### src/design/clk_ctrl_defines.svh
// Functional notes
// - Bit 7 selects metering clock source, 0 oscillator, 1 PLL; reads show it.
// - The PLL-wake-and-lock bit acts only while fast-sleep reads zero.
// - Writing one to PLL-wake-and-lock starts the PLL and moves CPU clock to it.
// - Writing one locks clock settings; writing zero unlocks without switching sources.
// - Fast-sleep moves CPU clock to oscillator, stops PLL, then stops CPU clock; the code changes all three outputs on one edge.
// - Fast-sleep enters Sleep, never Deep Sleep, only when line power is absent.
// - Bit 4 stops the metering clock when set; resets to zero, clock running.
// - Bit 3 stops display clock only while PLL feeds CPU and metering clocks.
// - On battery with CPU select zero, sleep codes 11 or 01 enter Sleep.
// - Same preconditions, sleep code 10 stops CPU and fourth clocks, enters Deep Sleep.
// - Bit 0 selects CPU clock source, 0 oscillator, 1 PLL; reads show it.
// - Wakeup without reset keeps state but clears sleep field, lock and fast-sleep bits.
// - Line-power flag is one above 1.1 V, zero below 1.0 V.
`ifndef CLK_CTRL_DEFINES_SVH
`define CLK_CTRL_DEFINES_SVH

// ==========================================================
// Register map
`define CSC_ADDR        12'h080
`define CSC_RESET       8'h00
`define CSC_WIDTH       8

// ==========================================================
// Sleep field codes
`define SLEEP_NONE      2'b00
`define SLEEP_LIGHT_A   2'b01
`define SLEEP_DEEP      2'b10
`define SLEEP_LIGHT_B   2'b11

`endif

### src/design/clk_ctrl_pkg.sv
package clk_ctrl_pkg;

    // Field order matches the register bits 7 down to 0
    typedef struct packed {
        logic       metering_clk_src_sel;
        logic       pll_wake_lock;
        logic       fast_sleep_cmd;
        logic       metering_clk_gate;
        logic       display_clk_gate;
        logic [1:0] sleep_field;
        logic       cpu_clk_src_sel;
    } ctrl_reg_s;

    typedef struct packed {
        logic cpu_clk_src;
        logic metering_clk_src;
        logic pll_enable;
        logic cpu_clock_en;
        logic fourth_clock_en;
        logic metering_clock_en;
        logic display_clock_en;
    } clk_out_s;

    typedef enum logic [1:0] {
        ST_RUN   = 2'b00,
        ST_SLEEP = 2'b01,
        ST_DEEP  = 2'b10
    } power_state_e;

endpackage

### src/design/system_clock_sleep_control.sv
// The APB interface to the registers was chosen for this implementation.
`timescale 1ns/1ps
`include "clk_ctrl_defines.svh"

module system_clock_sleep_control (
    input  wire logic                  pclk,
    input  wire logic                  presetn,
    input  wire logic                  psel,
    input  wire logic                  penable,
    input  wire logic                  pwrite,
    input  wire logic [11:0]           paddr,
    input  wire logic [31:0]           pwdata,
    output logic      [31:0]           prdata,
    output logic                       pready,
    output logic                       pslverr,
    input  wire logic                  supply_above_hi,
    input  wire logic                  supply_below_lo,
    input  wire logic                  io_wake,
    input  wire logic                  rtc_wake,
    output clk_ctrl_pkg::clk_out_s     clk_out,
    output logic                       line_power_flag,
    output clk_ctrl_pkg::power_state_e power_state
);

    // ==========================================================
    // Input synchronisers
    logic [3:0] sync1;
    logic [3:0] sync2;

    always_ff @(posedge pclk or negedge presetn) begin
        if (!presetn) begin
            sync1 <= 4'h0;
            sync2 <= 4'h0;
        end else begin
            sync1 <= {rtc_wake, io_wake, supply_below_lo, supply_above_hi};
            sync2 <= sync1;
        end
    end

    logic above_s;
    logic below_s;
    logic io_s;
    logic rtc_s;

    assign above_s = sync2[0];
    assign below_s = sync2[1];
    assign io_s    = sync2[2];
    assign rtc_s   = sync2[3];

    // ==========================================================
    // Line power flag with hysteresis between the two thresholds
    logic line_power_q;

    always_ff @(posedge pclk or negedge presetn) begin
        if (!presetn) begin
            line_power_flag <= 1'b0;
        end else if (above_s) begin
            line_power_flag <= 1'b1;
        end else if (below_s) begin
            line_power_flag <= 1'b0;
        end
    end

    always_ff @(posedge pclk or negedge presetn) begin
        if (!presetn) begin
            line_power_q <= 1'b0;
        end else begin
            line_power_q <= line_power_flag;
        end
    end

    logic power_return;

    assign power_return = line_power_flag & ~line_power_q;

    // ==========================================================
    // APB slave
    logic                    addr_hit;
    logic                    wr_en;
    clk_ctrl_pkg::ctrl_reg_s ctrl;
    clk_ctrl_pkg::ctrl_reg_s wdat;

    assign addr_hit = (paddr == `CSC_ADDR);
    assign wr_en    = psel & penable & pwrite & addr_hit;
    assign wdat     = clk_ctrl_pkg::ctrl_reg_s'(pwdata[`CSC_WIDTH-1:0]);
    assign pready   = psel & penable;
    assign pslverr  = psel & penable & ~addr_hit;

    // Read data is captured in the setup cycle so the access needs no wait
    always_ff @(posedge pclk or negedge presetn) begin
        if (!presetn) begin
            prdata <= 32'h0;
        end else if (psel & ~penable & ~pwrite) begin
            prdata <= addr_hit ? {24'h0, ctrl} : 32'h0;
        end
    end

    // ==========================================================
    // Sleep state machine
    logic fsc_accept;
    logic fwc_accept;
    logic field_sleep;
    logic wake_evt;

    assign fwc_accept  = wr_en & ~ctrl.fast_sleep_cmd & ~wdat.fast_sleep_cmd;
    assign fsc_accept  = wr_en & wdat.fast_sleep_cmd;
    assign field_sleep = wr_en & ~line_power_flag & ~ctrl.cpu_clk_src_sel
                         & (wdat.sleep_field != `SLEEP_NONE);

    always_comb begin
        case (power_state)
            clk_ctrl_pkg::ST_SLEEP: wake_evt = io_s | rtc_s | power_return;
            clk_ctrl_pkg::ST_DEEP:  wake_evt = io_s | power_return;
            default:                wake_evt = 1'b0;
        endcase
    end

    always_ff @(posedge pclk or negedge presetn) begin
        if (!presetn) begin
            power_state <= clk_ctrl_pkg::ST_RUN;
        end else begin
            case (power_state)
                clk_ctrl_pkg::ST_RUN: begin
                    if (fsc_accept && !line_power_flag) begin
                        power_state <= clk_ctrl_pkg::ST_SLEEP;
                    end else if (field_sleep) begin
                        if (wdat.sleep_field == `SLEEP_DEEP) begin
                            power_state <= clk_ctrl_pkg::ST_DEEP;
                        end else begin
                            power_state <= clk_ctrl_pkg::ST_SLEEP;
                        end
                    end
                end
                clk_ctrl_pkg::ST_SLEEP,
                clk_ctrl_pkg::ST_DEEP: begin
                    if (wake_evt) begin
                        power_state <= clk_ctrl_pkg::ST_RUN;
                    end
                end
                default: begin
                    power_state <= clk_ctrl_pkg::ST_RUN;
                end
            endcase
        end
    end

    // ==========================================================
    // Control register
    // The lock freezes source and gate bits, except that fast-sleep and PLL-wake writes still set the CPU source; the sleep bits stay writable
    // so firmware can still enter a low-power state while locked.
    always_ff @(posedge pclk or negedge presetn) begin
        if (!presetn) begin
            ctrl <= clk_ctrl_pkg::ctrl_reg_s'(`CSC_RESET);
        end else if (wake_evt) begin
            ctrl.sleep_field    <= `SLEEP_NONE;
            ctrl.pll_wake_lock  <= 1'b0;
            ctrl.fast_sleep_cmd <= 1'b0;
        end else if (wr_en) begin
            if (!ctrl.pll_wake_lock) begin
                ctrl.metering_clk_src_sel <= wdat.metering_clk_src_sel;
                ctrl.metering_clk_gate    <= wdat.metering_clk_gate;
                ctrl.display_clk_gate     <= wdat.display_clk_gate;
                ctrl.cpu_clk_src_sel      <= wdat.cpu_clk_src_sel;
            end
            if (fwc_accept) begin
                ctrl.pll_wake_lock <= wdat.pll_wake_lock;
                if (wdat.pll_wake_lock) begin
                    ctrl.cpu_clk_src_sel <= 1'b1;
                end
            end
            ctrl.fast_sleep_cmd <= wdat.fast_sleep_cmd;
            if (wdat.fast_sleep_cmd) begin
                ctrl.cpu_clk_src_sel <= 1'b0;
            end
            ctrl.sleep_field <= wdat.sleep_field;
        end
    end

    // ==========================================================
    // PLL run request
    logic pll_on;

    always_ff @(posedge pclk or negedge presetn) begin
        if (!presetn) begin
            pll_on <= 1'b0;
        end else if (fsc_accept) begin
            pll_on <= 1'b0;
        end else if (fwc_accept && wdat.pll_wake_lock) begin
            pll_on <= 1'b1;
        end
    end

    // ==========================================================
    // Clock controls, registered so the clock tree sees clean levels
    always_ff @(posedge pclk or negedge presetn) begin
        if (!presetn) begin
            clk_out <= '{default: 1'b0};
        end else begin
            clk_out.cpu_clk_src       <= ctrl.cpu_clk_src_sel;
            clk_out.metering_clk_src  <= ctrl.metering_clk_src_sel;
            clk_out.pll_enable        <= pll_on;
            clk_out.cpu_clock_en      <= (power_state == clk_ctrl_pkg::ST_RUN)
                                         & ~ctrl.fast_sleep_cmd;
            clk_out.fourth_clock_en   <= (power_state == clk_ctrl_pkg::ST_RUN);
            clk_out.metering_clock_en <= ~ctrl.metering_clk_gate;
            clk_out.display_clock_en  <= ~(ctrl.display_clk_gate & ctrl.cpu_clk_src_sel
                                           & ctrl.metering_clk_src_sel);
        end
    end
endmodule

### config.mk
export PLATFORM = sky130hd
export DESIGN_NAME = system_clock_sleep_control
export DESIGN_NICKNAME = d
export VERILOG_FILES = /design/src/design/clk_ctrl_pkg.sv /design/src/design/system_clock_sleep_control.sv
export VERILOG_INCLUDE_DIRS = /design/src /design/src/design
export SDC_FILE = /design/constraint.sdc
export NUM_CORES = 1
export LEC_CHECK = 0
export BUFFER_PORTS_ARGS = -buffer_cell sky130_fd_sc_hd__clkbuf_2
export CELL_PAD_IN_SITES_DETAIL_PLACEMENT = 1
export CELL_PAD_IN_SITES_GLOBAL_PLACEMENT = 1
export CORE_AREA = 2 2 56 97
export DETAILED_ROUTE_END_ITERATION = 8
export DIE_AREA = 0 0 58 99
export HOLD_SLACK_MARGIN = 0.1
export PLACE_DENSITY_LB_ADDON = 0.1
export SLEW_MARGIN = 20
export SYNTH_ARGS = -nofsm -noshare
export SYNTH_HDL_FRONTEND = slang
export SYNTH_SLANG_ARGS = --single-unit
### constraint.sdc
create_clock -name pclk -period 2.4 [get_ports pclk]
set_input_delay 0.36 -clock pclk [delete_from_list [all_inputs] [get_ports pclk]]
set_output_delay 0.36 -clock pclk [all_outputs]
set_load 0.02 [all_outputs]
; ---- Yosys cells after proc, flatten, opt, wreduce, memory -nomap -nowiden
; Cells that the tools add are included.
; Widths: inputs -> output; s select.
[totals]
reg_bits = 60
input_bits = 53
output_inout_bits = 44
wordCells = 92
[op_classes]
eq_ne = 6
n_mux = 20
bitwise = 31
n_reduce_logical = 14
[op_table]
columns = cell, count
row1 = $and 1x1->1, 16
row2 = $mux 2, 7
row3 = $eq 12x8->1 const B, 1
row4 = $not 1->1, 12
row5 = $reduce_bool 2->1, 5
row6 = $mux 1, 9
row7 = $mux 8, 1
row8 = $mux 7, 1
row9 = $reduce_and 2->1, 3
row10 = $eq 2x2->1 const B, 2
row11 = $pmux 2 s2, 1
row12 = $ne 3x3->1 const B, 1
row13 = $or 1x1->1, 3
row14 = $reduce_and 3->1, 1
row15 = $eq 2x1->1 const B, 1
row16 = $logic_and 1x1->1, 2
row17 = $logic_not 2->1, 1
row18 = $ne 2x2->1 const B, 1
row19 = $pmux 1 s2, 1
row20 = $reduce_or 2->1, 1
row21 = $logic_not 1->1, 1

; ---- Longest topological paths before layout
[logic_depth]
word_depth = 9
ltp_mapped = 6
depth_no_buf = 6

; ---- Least setup slack after synthesis
; Ideal clock, no wire load.
[synth_path]
path_type = register -> register
from = reg power_state[0]
to = reg ctrl[3] in the netlist's numbering
setup_ns = 0.128
t_arrival_ns = 1.586
t_required_ns = 2.272
slack_ns = 0.687
stages_incl_launch_ff = 7
path_buffers = 0
period_less_slack_ns = 1.713
path_cell_list = dfrtp_1 > inv_1 > ha_1 > nand2b_1 > a31oi_2 > nor3_2 > mux2_1
[synth_between]
elab_chain_cells = 4
word_cells_on_any_way = 5
cone_classes = 2 x eq/ne / 1 x mux / 1 x bitwise / 1 x reduce/logical
[synth_lines]
columns = item, line_no
row1 = "start, declared", system_clock_sleep_control.sv:22  ; output clk_ctrl_pkg::power_state_e power_state
row2 = "start signal, assigned", system_clock_sleep_control.sv:120  ; power_state <= clk_ctrl_pkg::ST_RUN;
row3 = "start signal, assigned", system_clock_sleep_control.sv:125  ; power_state <= clk_ctrl_pkg::ST_SLEEP;
row4 = "start signal, assigned", system_clock_sleep_control.sv:128  ; power_state <= clk_ctrl_pkg::ST_DEEP;
row5 = $eq 2x2->1 / $eq 2x1->1 (equally long branches), system_clock_sleep_control.sv:111  ; case (power_state)
row6 = $pmux 1 s2 *, system_clock_sleep_control.sv:111
row7 = $not 1->1 (no line) *, n/a
row8 = $reduce_and 3->1 (no line) *, n/a
row9 = "end signal, assigned", system_clock_sleep_control.sv:153  ; ctrl <= clk_ctrl_pkg::ctrl_reg_s'(`CSC_RESET);
row10 = "end, declared", system_clock_sleep_control.sv:80  ; clk_ctrl_pkg::ctrl_reg_s ctrl;
; Mark *: on every way between the ends. The rest lies on a longest branch, timed or not.
; A chain may end at the register's enable or synchronous reset.

; ---- Worst setup path in the final report
[layout_path]
from = reg power_state[0]
to = reg ctrl[4] in the netlist's numbering
; The elaborated chain is that of the path after synthesis.

==> results.cfg <==
[status]
status = completed

[clocking]
clock_sinks = 36
post-cts-setup-buffers = 0
cts_resized = 0
clk_pin_slew_ns = 0.07
cts_tree = done
cts_buffers = 5
cts_root_buf = clkbuf_8
htree_levels = 2
clock_latency_ns = 0.28
clockBufferDepth = 2
hold_buffers = 0

[floorplanning]
core_mm2 = 0.00493
die_w_um = 58
fp.dieH_um = 99
io_pins = 97
die_area_mm2 = 0.00574
start_util_pct = 32.9
row_count = 34

[global_route]
grt_pass1_vias = 1201
grt_max_degree = 37
track_usage_pct = 12.8
grt_pass1_wl_um = 5530
antenna_found_initial = 0
grt_remaining_overflow = 0

[routing]
drtIter0Drc = 12
viasPerCell = 4.73
routed_wl_um = 3400
wl_per_cell_um = 14.3
drc = 0
drt-pass1-iter-count = 3
vias = 1126
ant_nets = 0

[yosys]
syn_area_per_cell_um2 = 12.4
synthCells = 131
yosys.area.top_type = dfrtp_1
netlist.area_leader.share_pct = 55.5
yosysWarnings = 0
netlist_area_mm2 = 0.00162
yosysUniqueCellTypes = 34
ys_seq_area_share_pct = 55.5
synth.area.top_cells = dfrtp_1, buf_4, a22o_1
synth-seq-cells = 36

[placed_design]
io_buffers = 48
post-dp-hpwl_um = 2650
dp_cells = 231
gp_congestion = 0.745
post-place-ws_ns = 0.590

[min_path]
whs_path_depth = 1
min_path_type = in2reg
hp-start = io_wake
min_to = sync1[2]

[critical_path]
r2r_setup_slack_ns = 0.62
worstSetupPathType = reg2reg
arrival_ns = 1.94
reg2reg_depth = 6
r2r_start = power_state[0]
r2r_end = ctrl[4]
crit_required_ns = 2.56
crit_chain = inv_1 -> ha_1 -> nand2b_1 -> a31oi_2 -> nor3_2 -> mux2_1
cpPeakStageDelay_ns = 0.40
endpoint_kind = register
start_kind = register
worst_path_max_delay_cell = a31oi_2
worstPathMaxFanout = 6

[final_layout]
final_nets = 239
diodes = 0
layout_common_cells = clkbuf_2, dfrtp_1, conb_1
mostFrequentLayoutCell = clkbuf_2
syn_to_final_growth_pct = 17.6
drive_gt1_share_pct = 33.7
nFillCells = 573
instances_no_fill = 238

[sta]
worst_slack_ns = 0.625
drv_slew = 0
hold_viol_final = 0
finClkSkew_ns = 0.00580
period_needed_ns = 1.78
max_freq_mhz = 563
post-route-period-util_pct = 74.0
rsz0062_at_grt = no
finalSetupViolations = 0
worstMarginPinSlew_ns = 0.881
relSlewSlack_pct = 41.3
setup_tns_ns = 0
whs_ns = 0.180

[pwr]
power_density_mw_per_mm2 = 587
leakage_nw = 1.00
ir_drop_uv = 427

[flow_run]
maxCapViolations = 0
metrics by stage:
step | area [µm²] | utilization, % | power, mW
after floorplan | 1710 | - | 0.717
after global placement | 1830 | 37.1 | 0.734
after detailed placement | 1830 | 37.1 | 0.737
after CTS | 1910 | 38.7 | 1.15
after global routing | 1910 | 38.7 | 1.18
final | 1910 | 38.7 | 1.12
layer usage:
metal | vias to the layer above | wire length [µm] | GRT usage, %
met1 | 562 | 1220 | 13.8
li1 | 510 | - | -
met3 | 6 | 219 | 3.15
met5 | - | 0 | 0
met2 | 48 | 1880 | 22.6
met4 | 0 | 80 | 6.44
report_power, final:
group | total (mW) | switching, mW | internal [mW]
registers | 0.620 | 0.00438 | 0.616
clock network | 0.396 | 0.199 | 0.197
logic | 0.105 | 0.0760 | 0.0286
total | 1.12 | 0.280 | 0.842
flip-flops by register name, summed over array words and instances, names as in the netlist:
name and count:
sync2 4, clk_out 7, power_state 2, prdata 8
pll_on 1, ctrl 8, line_power_flag 1, line_power_q 1
sync1 4
worst max-delay path: cells and delay by family (launching register included):
kind	cells	cell delay [ns]
multiplexers	1	0.33
buffers and inverters	1	0.07
flip-flops	1	0.34
AO/OA/AOI/OAI	1	0.40
AND/OR/NAND/NOR	2	0.33
adder cells (fa/ha/maj)	1	0.19
synth_stat cells, drive strengths merged:
library cell	count
dfrtp	36
and2	2
ha	2
mux2i	4
a41o	1
nor4b	1
a21o	1
conb	1
and4	1
nand4	2
a31oi	1
buf	25
o22a	1
mux2	4
a221o	1
a21oi	4
nor2b	2
and3	1
o31ai	1
nor4	2
nor3	1
o21ai	1
inv	8
o211ai	1
o21bai	1
nand2b	3
a22o	8
or3b	1
nand3	4
nor2	8
o22ai	2
logic make-up (layout without fill, tap and decap cells):
logic type | Yosys count | count (layout) | synth area share [%]
multiplexers | 8 | 8 | 5.24
AND/OR/NAND/NOR | 28 | 28 | 13.3
AO/OA/AOI/OAI | 23 | 23 | 11.0
flip-flops | 36 | 36 | 55.5
buffers and inverters | 33 | 63 | 13.3
other | 1 | 24 | 0.231
adder cells (fa/ha/maj) | 2 | 2 | 1.54
worst max-delay path by stage:
stage              startpoint       to  slack [ns]
6_report       power_state[0]  ctrl[4]        0.62
5_1_grt        power_state[0]  ctrl[7]        0.51
4_1_cts        power_state[0]  ctrl[4]        0.58
3_5_place_dp         paddr[6]  ctrl[0]        0.59
3_3_place_gp         paddr[6]  ctrl[0]        0.62
2_1_floorplan  power_state[0]  ctrl[3]        0.69
area by class of cell:
type	instances	area (µm²)	area share [%]
clock buffers	6	72.6	3.80
clock inverters	1	5.00	0.262
inverters	8	30.0	1.57
multi-input cells	85	594	31.1
flip-flops and latches	36	901	47.2
well taps	54	67.6	3.54
repair buffers	48	240	12.6
Note: power is estimated with default switching activity, not from simulation.
